**src/inc/dtr_pkg.sv**
```systemverilog
// Constants, register map and state type of the display text registration engine.
package dtr_pkg;
	localparam int DATA_W = 16;
	localparam int ADDR_W = 8;
	localparam int BYTE_W = 8;
	localparam int STR_WORDS = 16;
	localparam int DEST_WORDS = 8;
	localparam int SRC_WORDS = 9;
	localparam int NAME_WORDS = 8;
	localparam int MON_CNT = 3;
	localparam int ERRN_CNT = 5;
	localparam int IRQ_W = 3;
	localparam logic [5:0] STR_MAX_CHARS = 6'h10;
	localparam logic [5:0] STR_LIMIT = 6'h20;
	// ****************************************************************
	// Register map.
	// ****************************************************************
	localparam logic [7:0] ADDR_CTRL = 8'h00;
	localparam logic [7:0] ADDR_STRLEN = 8'h01;
	localparam logic [7:0] ADDR_STATUS = 8'h02;
	localparam logic [7:0] ADDR_ERRCODE = 8'h03;
	localparam logic [7:0] ADDR_IRQ_STAT = 8'h04;
	localparam logic [7:0] ADDR_IRQ_MASK = 8'h05;
	localparam logic [7:0] ADDR_USER_ERR = 8'h06;
	localparam logic [7:0] ADDR_VALID = 8'h07;
	localparam logic [7:0] STR_BASE = 8'h10;
	localparam logic [7:0] DEST_BASE = 8'h20;
	localparam logic [7:0] SRC_BASE = 8'h30;
	localparam logic [7:0] MON_BASE = 8'h40;
	localparam logic [7:0] ERRN_BASE = 8'h60;
	// ****************************************************************
	// Field positions and codes.
	// ****************************************************************
	localparam int CTRL_GO_STR = 0;
	localparam int CTRL_GO_REG = 1;
	localparam int CTRL_SRC_DEV = 2;
	localparam int CTRL_DST_BIT = 3;
	localparam int STAT_ERR = 0;
	localparam int STAT_UERR = 1;
	localparam int IRQ_FAULT = 0;
	localparam int IRQ_UERR = 1;
	localparam int IRQ_DONE = 2;
	localparam int VALID_ERRN_LSB = 8;
	localparam logic [15:0] ERR_INSTR = 16'h0fa0;
	localparam logic [15:0] ERR_OPER = 16'h1004;
	localparam logic [7:0] KIND_MON = 8'h01;
	localparam logic [7:0] KIND_ERRN = 8'h02;
	localparam logic [7:0] KIND_MON_CLR = 8'h81;
	localparam logic [7:0] KIND_ERRN_CLR = 8'h82;
	localparam logic [7:0] MON_FIRST = 8'h28;
	localparam logic [7:0] MON_LAST = 8'h2a;
	localparam logic [7:0] ERRN_FIRST = 8'h10;
	localparam logic [7:0] ERRN_LAST = 8'h14;
	localparam logic [15:0] UERR_FIRST = 16'h0010;
	localparam logic [15:0] UERR_LAST = 16'h0014;
	localparam logic [15:0] WORD_ZERO = 16'h0000;

	typedef struct packed {
		logic [15:0] rdData;
		logic irq;
		logic errFlag;
		logic [15:0] errCode;
		logic [2:0] irqStat;
		logic [2:0] irqMask;
		logic [5:0] strLen;
		logic [15:0][15:0] strBuf;
		logic [7:0][15:0] destWords;
		logic [8:0][15:0] srcWords;
		logic [15:0] userErrCode;
		logic userErrActive;
		logic [2:0] monValid;
		logic [4:0] errnValid;
		logic [2:0][7:0][15:0] monNames;
		logic [4:0][7:0][15:0] errNames;
	} dtr_state_t;
endpackage

```
**src/dtr_text_engine.sv**
```systemverilog
// Display text registration engine: string transfer and panel name registration.
`timescale 1ns/1ps
module dtr_text_engine import dtr_pkg::*; (
	// Clock and reset.
	input wire logic clk,
	input wire logic reset,
	// Register port.
	input wire logic [7:0] addr,
	input wire logic [15:0] wrData,
	input wire logic wrStrobe,
	input wire logic rdStrobe,
	output logic [15:0] rdData,
	// Status towards the system and the panel.
	output logic irq,
	output logic errorFlag,
	output logic userErrorActive,
	output logic [2:0] monNameValid,
	output logic [4:0] errNameValid
);
	dtr_state_t s;
	dtr_state_t n;
	logic wrCtrl;
	logic goStr;
	logic goReg;
	logic [7:0] kindByte;
	logic [7:0] selByte;
	logic [7:0] monIdx;
	logic [7:0] errIdx;
	logic [7:0] offs;
	logic [7:0][15:0] srcName;
	logic [2:0] irqEvent;

	assign wrCtrl = wrStrobe && (addr == ADDR_CTRL);
	assign goStr = wrCtrl && wrData[CTRL_GO_STR];
	// A combined write runs only the string transfer.
	assign goReg = wrCtrl && wrData[CTRL_GO_REG] && !wrData[CTRL_GO_STR];
	assign kindByte = s.srcWords[0][7:0];
	assign selByte = s.srcWords[0][15:8];
	assign monIdx = selByte - MON_FIRST;
	assign errIdx = selByte - ERRN_FIRST;
	assign srcName = s.srcWords[8:1];

	// ****************************************************************
	// Next state.
	// ****************************************************************
	always_comb begin
		n = s;
		irqEvent = '0;
		offs = 8'h00;
		n.rdData = WORD_ZERO;
		// Register writes.
		if (wrStrobe) begin
			unique case (1'b1)
				// The whole word is compared, so a large count never wraps to a short one.
				addr == ADDR_STRLEN: n.strLen = (wrData > 16'(STR_LIMIT)) ? STR_LIMIT : wrData[5:0];
				addr == ADDR_STATUS: begin
					if (wrData[STAT_ERR]) begin
						n.errFlag = 1'b0;
					end
				end
				addr == ADDR_IRQ_MASK: n.irqMask = wrData[IRQ_W-1:0];
				addr == ADDR_USER_ERR: begin
					n.userErrCode = wrData;
					n.userErrActive = (wrData >= UERR_FIRST) && (wrData <= UERR_LAST);
					irqEvent[IRQ_UERR] = n.userErrActive;
				end
				addr[7:4] == STR_BASE[7:4]: n.strBuf[addr[3:0]] = wrData;
				(addr >= SRC_BASE) && (addr < SRC_BASE + 8'(SRC_WORDS)): begin
					offs = addr - SRC_BASE;
					n.srcWords[offs[3:0]] = wrData;
				end
				default: begin
				end
			endcase
		end
		// String transfer into the destination words.
		if (goStr) begin
			if (wrData[CTRL_SRC_DEV] || wrData[CTRL_DST_BIT]) begin
				n.errFlag = 1'b1;
				n.errCode = ERR_INSTR;
				irqEvent[IRQ_FAULT] = 1'b1;
			end else begin
				for (int i = 0; i < 2 * DEST_WORDS; i++) begin
					// Characters past the sixteenth never land; short strings touch only their bytes.
					if (6'(i) < s.strLen) begin
						n.destWords[i / 2][(i % 2) * BYTE_W +: BYTE_W] =
							s.strBuf[i / 2][(i % 2) * BYTE_W +: BYTE_W];
					end
				end
				irqEvent[IRQ_DONE] = 1'b1;
			end
		end
		// Panel name registration. The unused module and output operands never reach here.
		if (goReg) begin
			unique case (kindByte)
				KIND_MON, KIND_MON_CLR: begin
					if (selByte >= MON_FIRST && selByte <= MON_LAST) begin
						if (kindByte == KIND_MON) begin
							n.monNames[monIdx[1:0]] = srcName;
							n.monValid[monIdx[1:0]] = 1'b1;
						end else begin
							n.monNames[monIdx[1:0]] = '0;
							n.monValid[monIdx[1:0]] = 1'b0;
						end
						irqEvent[IRQ_DONE] = 1'b1;
					end else begin
						n.errFlag = 1'b1;
						n.errCode = ERR_OPER;
						irqEvent[IRQ_FAULT] = 1'b1;
					end
				end
				KIND_ERRN, KIND_ERRN_CLR: begin
					if (selByte >= ERRN_FIRST && selByte <= ERRN_LAST) begin
						if (kindByte == KIND_ERRN) begin
							n.errNames[errIdx[2:0]] = srcName;
							n.errnValid[errIdx[2:0]] = 1'b1;
						end else begin
							n.errNames[errIdx[2:0]] = '0;
							n.errnValid[errIdx[2:0]] = 1'b0;
						end
						irqEvent[IRQ_DONE] = 1'b1;
					end else begin
						n.errFlag = 1'b1;
						n.errCode = ERR_OPER;
						irqEvent[IRQ_FAULT] = 1'b1;
					end
				end
				default: begin
					// Unknown text kinds are operation faults; stored text stays put.
					n.errFlag = 1'b1;
					n.errCode = ERR_OPER;
					irqEvent[IRQ_FAULT] = 1'b1;
				end
			endcase
		end
		// Sticky interrupt bits: a new event beats a simultaneous write-one clear.
		if (wrStrobe && addr == ADDR_IRQ_STAT) begin
			n.irqStat = s.irqStat & ~wrData[IRQ_W-1:0];
		end
		n.irqStat = n.irqStat | irqEvent;
		n.irq = |(n.irqStat & n.irqMask);
		// Read port: data stands in the cycle after the strobe only.
		if (rdStrobe) begin
			unique case (1'b1)
				addr == ADDR_CTRL: n.rdData = WORD_ZERO;
				addr == ADDR_STRLEN: n.rdData = {10'h000, s.strLen};
				addr == ADDR_STATUS: n.rdData = {14'h0000, s.userErrActive, s.errFlag};
				addr == ADDR_ERRCODE: n.rdData = s.errCode;
				addr == ADDR_IRQ_STAT: n.rdData = {13'h0000, s.irqStat};
				addr == ADDR_IRQ_MASK: n.rdData = {13'h0000, s.irqMask};
				addr == ADDR_USER_ERR: n.rdData = s.userErrCode;
				addr == ADDR_VALID: n.rdData = {3'h0, s.errnValid, 5'h00, s.monValid};
				addr[7:4] == STR_BASE[7:4]: n.rdData = s.strBuf[addr[3:0]];
				addr[7:3] == DEST_BASE[7:3]: n.rdData = s.destWords[addr[2:0]];
				(addr >= SRC_BASE) && (addr < SRC_BASE + 8'(SRC_WORDS)): begin
					offs = addr - SRC_BASE;
					n.rdData = s.srcWords[offs[3:0]];
				end
				(addr >= MON_BASE) && (addr < MON_BASE + 8'(MON_CNT * NAME_WORDS)): begin
					offs = addr - MON_BASE;
					n.rdData = s.monNames[offs[4:3]][offs[2:0]];
				end
				(addr >= ERRN_BASE) && (addr < ERRN_BASE + 8'(ERRN_CNT * NAME_WORDS)): begin
					offs = addr - ERRN_BASE;
					n.rdData = s.errNames[offs[5:3]][offs[2:0]];
				end
				default: n.rdData = WORD_ZERO;
			endcase
		end
	end

	// ****************************************************************
	// State register.
	// ****************************************************************
	always_ff @(posedge clk) begin
		if (reset) begin
			s <= '0;
		end else begin
			s <= n;
		end
	end

	assign rdData = s.rdData;
	assign irq = s.irq;
	assign errorFlag = s.errFlag;
	assign userErrorActive = s.userErrActive;
	assign monNameValid = s.monValid;
	assign errNameValid = s.errnValid;

	// ****************************************************************
	// Checks.
	// ****************************************************************
	AST_SRC_DEVICE: assert property (@(posedge clk) disable iff (reset)
		goStr && wrData[CTRL_SRC_DEV] |=> errorFlag && s.errCode == ERR_INSTR)
		else $error("Device source did not raise the instruction fault.");

	AST_DST_BIT: assert property (@(posedge clk) disable iff (reset)
		goStr && wrData[CTRL_DST_BIT] && !wrData[CTRL_SRC_DEV]
		|=> errorFlag && s.errCode == ERR_INSTR && $stable(s.destWords))
		else $error("Bit destination was not refused.");

	AST_TRUNCATE: assert property (@(posedge clk) disable iff (reset)
		goStr && !wrData[CTRL_SRC_DEV] && !wrData[CTRL_DST_BIT] && s.strLen > STR_MAX_CHARS
		|=> s.destWords == $past(s.strBuf[7:0]))
		else $error("Long string did not deliver exactly sixteen characters.");

	AST_SHORT_KEEP: assert property (@(posedge clk) disable iff (reset)
		goStr && !wrData[CTRL_SRC_DEV] && !wrData[CTRL_DST_BIT] && s.strLen == 6'h01
		|=> s.destWords[7:1] == $past(s.destWords[7:1])
			&& s.destWords[0][15:8] == $past(s.destWords[0][15:8]))
		else $error("Short string disturbed untouched destination bytes.");

	AST_MON_MAP: assert property (@(posedge clk) disable iff (reset)
		goReg && kindByte == KIND_MON && selByte == MON_LAST
		|=> monNameValid[2] && s.monNames[2] == $past(srcName))
		else $error("Monitor description number did not map to its monitor.");

	AST_MON_RANGE: assert property (@(posedge clk) disable iff (reset)
		goReg && kindByte == KIND_MON && (selByte < MON_FIRST || selByte > MON_LAST)
		|=> errorFlag && s.errCode == ERR_OPER && $stable(s.monNames))
		else $error("Bad monitor number did not raise the operation fault.");

	AST_MON_ERASE: assert property (@(posedge clk) disable iff (reset)
		goReg && kindByte == KIND_MON_CLR && selByte >= MON_FIRST && selByte <= MON_LAST
		|=> !monNameValid[$past(monIdx[1:0])] && s.monNames[$past(monIdx[1:0])] == '0)
		else $error("Monitor name was not erased.");

	AST_ERRN_RANGE: assert property (@(posedge clk) disable iff (reset)
		goReg && kindByte == KIND_ERRN && (selByte < ERRN_FIRST || selByte > ERRN_LAST)
		|=> errorFlag && s.errCode == ERR_OPER && $stable(errNameValid))
		else $error("Bad error number did not raise the operation fault.");

	AST_ERRN_CLEAR: assert property (@(posedge clk) disable iff (reset)
		goReg && kindByte == KIND_ERRN_CLR && selByte >= ERRN_FIRST && selByte <= ERRN_LAST
		|=> !errNameValid[$past(errIdx[2:0])] && s.errNames[$past(errIdx[2:0])] == '0)
		else $error("Error name was not cleared.");

	AST_USER_ERR: assert property (@(posedge clk) disable iff (reset)
		wrStrobe && addr == ADDR_USER_ERR && wrData >= UERR_FIRST && wrData <= UERR_LAST
		|=> userErrorActive && s.irqStat[IRQ_UERR])
		else $error("User error code in range did not trigger.");

	AST_FAULT_KEEPS_TEXT: assert property (@(posedge clk) disable iff (reset)
		goReg && kindByte != KIND_MON && kindByte != KIND_MON_CLR
			&& kindByte != KIND_ERRN && kindByte != KIND_ERRN_CLR
		|=> errorFlag && $stable(s.monNames) && $stable(s.errNames))
		else $error("Unknown text kind changed registered text.");

	AST_READ_ONE_CYCLE: assert property (@(posedge clk) disable iff (reset)
		!rdStrobe |=> rdData == WORD_ZERO)
		else $error("Read data stood beyond its cycle.");

	AST_MON_STORE: assert property (@(posedge clk) disable iff (reset)
		goReg && kindByte == KIND_MON && selByte >= MON_FIRST && selByte <= MON_LAST
		|=> monNameValid[$past(monIdx[1:0])]
			&& s.monNames[$past(monIdx[1:0])] == $past(srcName))
		else $error("Monitor name was not stored in its slot.");

	AST_ERRN_STORE: assert property (@(posedge clk) disable iff (reset)
		goReg && kindByte == KIND_ERRN && selByte >= ERRN_FIRST && selByte <= ERRN_LAST
		|=> errNameValid[$past(errIdx[2:0])]
			&& s.errNames[$past(errIdx[2:0])] == $past(srcName))
		else $error("Error name was not stored in its slot.");

	AST_USER_ERR_IDLE: assert property (@(posedge clk) disable iff (reset)
		wrStrobe && addr == ADDR_USER_ERR && (wrData < UERR_FIRST || wrData > UERR_LAST)
		|=> !userErrorActive)
		else $error("User error code out of range still triggered.");

	AST_STR_FAULT_KEEPS: assert property (@(posedge clk) disable iff (reset)
		goStr && (wrData[CTRL_SRC_DEV] || wrData[CTRL_DST_BIT])
		|=> $stable(s.destWords) && $stable(s.monNames) && $stable(s.errNames))
		else $error("Refused string transfer changed stored text.");

	AST_FAULT_IRQ: assert property (@(posedge clk) disable iff (reset)
		$rose(errorFlag) |-> s.irqStat[IRQ_FAULT])
		else $error("Fault did not set its interrupt bit.");

	AST_STR_DONE: assert property (@(posedge clk) disable iff (reset)
		goStr && !wrData[CTRL_SRC_DEV] && !wrData[CTRL_DST_BIT]
		|=> s.irqStat[IRQ_DONE])
		else $error("Finished string transfer did not set its interrupt bit.");

	AST_ERR_CLEAR: assert property (@(posedge clk) disable iff (reset)
		wrStrobe && addr == ADDR_STATUS && wrData[STAT_ERR]
		|=> !errorFlag)
		else $error("Error flag did not clear on a write of one.");

	AST_SHORT_FILL: assert property (@(posedge clk) disable iff (reset)
		goStr && !wrData[CTRL_SRC_DEV] && !wrData[CTRL_DST_BIT] && s.strLen == 6'h03
		|=> s.destWords[0] == $past(s.strBuf[0])
			&& s.destWords[1][7:0] == $past(s.strBuf[1][7:0])
			&& s.destWords[1][15:8] == $past(s.destWords[1][15:8]))
		else $error("Three character string did not land byte by byte.");

	AST_STRLEN_CLAMP: assert property (@(posedge clk) disable iff (reset)
		wrStrobe && addr == ADDR_STRLEN && wrData > 16'(STR_LIMIT)
		|=> s.strLen == STR_LIMIT)
		else $error("Oversized string length was not clamped.");

	AST_READ_ERRCODE: assert property (@(posedge clk) disable iff (reset)
		rdStrobe && addr == ADDR_ERRCODE
		|=> rdData == $past(s.errCode))
		else $error("Error code read returned another value.");

	AST_READ_VALID: assert property (@(posedge clk) disable iff (reset)
		rdStrobe && addr == ADDR_VALID
		|=> rdData[VALID_ERRN_LSB +: ERRN_CNT] == $past(errNameValid))
		else $error("Valid read did not show the error name slots.");
endmodule

```
**config.mk**
```make
export PLATFORM = sky130hd
export DESIGN_NAME = dtr_text_engine
export DESIGN_NICKNAME = d
export VERILOG_FILES = /design/src/inc/dtr_pkg.sv /design/src/dtr_text_engine.sv
export SDC_FILE = /design/constraint.sdc
export NUM_CORES = 2
export LEC_CHECK = 0
export ABC_AREA = 1
export BUFFER_PORTS_ARGS = -buffer_cell sky130_fd_sc_hd__buf_2
export CELL_PAD_IN_SITES_DETAIL_PLACEMENT = 1
export CELL_PAD_IN_SITES_GLOBAL_PLACEMENT = 2
export CORE_UTILIZATION = 39
export DETAILED_ROUTE_END_ITERATION = 7
export PLACE_DENSITY = 0.82
export SETUP_SLACK_MARGIN = 0.1
export SYNTH_ARGS = -nofsm -noshare
export SYNTH_HDL_FRONTEND = slang
export SYNTH_SLANG_ARGS = --single-unit
```
**constraint.sdc**
```tcl
create_clock -name clk -period 6 [get_ports clk]
set_input_delay 1.2 -clock clk [delete_from_list [all_inputs] [get_ports clk]]
set_output_delay 1.2 -clock clk [all_outputs]
set_load 0.01 [all_outputs]
```
==> metrics <==
Ys Warns 0; reg2reg end s[813]; worst path buffer plus inverter count 3; first drt pass iteration count 5; pwr dens 293 nW/µm²; Antenna Nets Post-Route 0; CP max FO 46; Worst EP arrival 4710 ps; CTS Buffer Depth 3; placed cells 12700; number of top-level pins 55; Lkg Pwr 29.6 nW; final hold violation count 0; Die W 436 µm; Overflow after GRT 0; area grow syn2layout 9.94%; Worst Hold End s[1603]; Syn Nets 11000; vias in the first global route 74000; Detailed Route WL 328000 µm; clock skew 25.7 ps; Site Rows 158; largest net degree at the start of global routing 239; Mapped Cells 11000; run status complete, no violations; vias per cell 5.75; Setup violations, final 0; CP Capture Type register; Synth Register Bits 1623; fin cells 13100; CTS tree yes; fin crit period 3940 ps; Starting Density 0.395; via count 75100; GRT Total Usage 0.334; Max VDD drop 0.222 mV; worst-margin pin slew 1200 ps; Clk pin slew, worst setup/hold paths 60 ps; first-pass GRT wire length 486000 µm; slowest CP cell buf_4; WS Path Type primary input to register; Crit path max-delay family simple AND/OR/NAND/NOR gates; IO Port Bufs 54; r2r setup slk 2680 ps; Final Net Count 10500; maximum clock frequency 254 MHz; CTS Buf Count 186; CP dominant cell by count nand2_1; R2R cell count 8; initial DRC count 6573; slew margin rel. 0.201; postcts setup bufs 0; max-cap viol count 0; register area share after synthesis 0.442; Root Driver clkbuf_16; hold path start s[1603]; Final Cycle Share 0.656; latest clock arrival within the worst-skew pair 850 ps; hpwl dp 194000 µm; Die Span Y 436 µm; CTS H-tree depth 4; Fin Setup TNS 0 ps; average wire per standard cell 25.1 µm; placer congestion estimate 0.918; antenna violations before repair 10; RSZ-0062 raised after global routing false; DIE AREA 190000 µm²; Setup crit start kind primary input; core area 186000 µm²; DRC Markers 0; CTS resizes 0; Hold Path Stages 2; layout cells sized above 1 0.0558; worst path cell trace buf_4 -> inv_4 -> nor2_4 -> buf_4 -> nand2_1 -> nand3_1 -> nand2_1 -> nand2_1 -> a21oi_1 -> nand2_1 -> nand2_1 -> nor2_1 -> nor2_1 -> nor2_1; Worst EP required 6780 ps; # clock sinks 1623; Hold Path Class register to register; Max stage delay on crit path 780 ps; Syn Std Cell Area 73500 µm²; synth unique cells 38; max-slew violations 0; syn avg cell area 6.70 µm²; Hold Buf Count CTS 0; FF-to-FF Start kindByte[3]
[worst min-delay path, stage by stage, from the launching register on]
cell	delay, ps
dfxtp_1	300
inv_1	60
nor2_1	40
[cells in the final DEF, fill, tap and decap left out, types with 9 or more instances in the layout]
cell / netlist / layout
a211oi_1: 200 / 200
o21ai_0: 911 / 908
inv_6: 1 / 9
clkinv_2: 1 / 30
dfxtp_1: 1623 / 1623
buf_2: 222 / 48
buf_4: 67 / 148
nor2_2: 7 / 13
nand2_1: 2919 / 2911
clkbuf_16: 0 / 193
buf_12: 0 / 32
clkbuf_8: 0 / 51
nor2_1: 1199 / 1186
nor3_1: 13 / 11
nand3_1: 1127 / 1125
inv_1: 530 / 524
nand4_1: 27 / 27
nor2_4: 6 / 13
a21oi_1: 1394 / 1394
clkbuf_1: 630 / 56
[flip-flops by register name (all words and copies together), names as in the netlist, named ones only]
name             cells
errorFlag            1
irq                  1
kindByte             8
rdData              16
s                 1588
userErrorActive      1
[routing by layer]
layer	GRT usage	routed length, µm	vias to the layer above	share of wire
met5	0	37	-	0.00011
met4	0.135	13400	6	0.041
met3	0.0423	20200	590	0.062
met2	0.535	148000	2383	0.45
met1	0.454	146000	37500	0.45
li1	-	-	34600	-
[cell families after synthesis]
group                  count (synthesis)  share of synthesized area
AND/OR/NAND/NOR                     5315                      0.294
AO/OA/AOI/OAI                       2521                      0.179
flip-flops                          1623                      0.442
buffers and inverters               1514                     0.0849
[synth_stat cells]
cell / number / area share
o211a_1: 1 / 0.00014
nor4_2: 1 / 0.00017
nand3_2: 1 / 0.00014
clkinv_1: 3 / 0.00015
nand2_2: 4 / 0.00034
buf_2: 222 / 0.015
nor3_1: 13 / 0.00089
clkinv_2: 1 / 0.000068
clkbuf_1: 630 / 0.032
nor3b_2: 1 / 0.00017
inv_1: 530 / 0.027
nor2_4: 6 / 0.00092
buf_4: 67 / 0.0068
o211ai_1: 5 / 0.00051
a21oi_2: 1 / 0.00012
nor2_2: 7 / 0.00060
inv_2: 10 / 0.00051
dfxtp_1: 1623 / 0.44
nor3_4: 1 / 0.00022
nand2_1: 2919 / 0.15
a21boi_0: 1 / 0.00010
a21oi_1: 1394 / 0.095
nand4_1: 27 / 0.0023
o21ai_0: 911 / 0.062
a31oi_1: 4 / 0.00034
nand3b_1: 2 / 0.00020
buf_6: 1 / 0.00015
nand2_4: 3 / 0.00046
o22ai_1: 2 / 0.00017
nor3_2: 3 / 0.00041
nor2_8: 1 / 0.00027
o21ai_1: 2 / 0.00014
nor2_1: 1199 / 0.061
clkbuf_2: 8 / 0.00054
buf_1: 41 / 0.0021
inv_6: 1 / 0.00012
nand3_1: 1127 / 0.077
a211oi_1: 200 / 0.020
[layout make-up]
cell class / count / area (µm²)
Fill cell: 23900 / 105000
Inverter: 545 / 2110
Antenna cell: 6 / 15.0
Clock buffer: 300 / 5740
Timing Repair Buffer: 232 / 2050
Tap cell: 2480 / 3100
Sequential cell: 1623 / 32500
Clock inverter: 42 / 369
Multi-Input combinational cell: 7836 / 34900
[report_power, final]
part / switching [mW] / internal (mW)
Combinational: 1.09 / 0.246
Sequential: 0.0100 / 10.8
Clock: 4.89 / 6.69
Total: 5.99 / 17.7
[worst max-delay path by stage]
stage	slack, ps	from	end	cells after the start
final	2060	addr[1]	rdData[5]	14
after CTS	2140	addr[1]	rdData[5]	14
after floorplan	3110	addr[0]	s[1062]	12
after global routing	1980	addr[1]	s[1556]	7
after global placement	1310	addr[1]	rdData[5]	14
after detailed placement	1240	addr[1]	rdData[5]	14
[through the flow]
| stage | util | power, mW | instance area (µm²) | worst slack [ps] | hold WS, ps |
|---|---|---|---|---|---|
| 3_5_place_dp | 0.401 | 12.3 | 74700 | 1240 | 424 |
| 6_report | 0.434 | 23.7 | 80800 | 2060 | 437 |
| 4_1_cts | 0.434 | 23.8 | 80800 | 2140 | 433 |
| 5_1_grt | 0.434 | 24.3 | 80800 | 1980 | 450 |
| 2_1_floorplan | - | 11.7 | 73500 | 3110 | 408 |
| 3_3_place_gp | 0.401 | 12.3 | 74700 | 1310 | 415 |
Note: power is estimated with default switching activity, not from simulation.
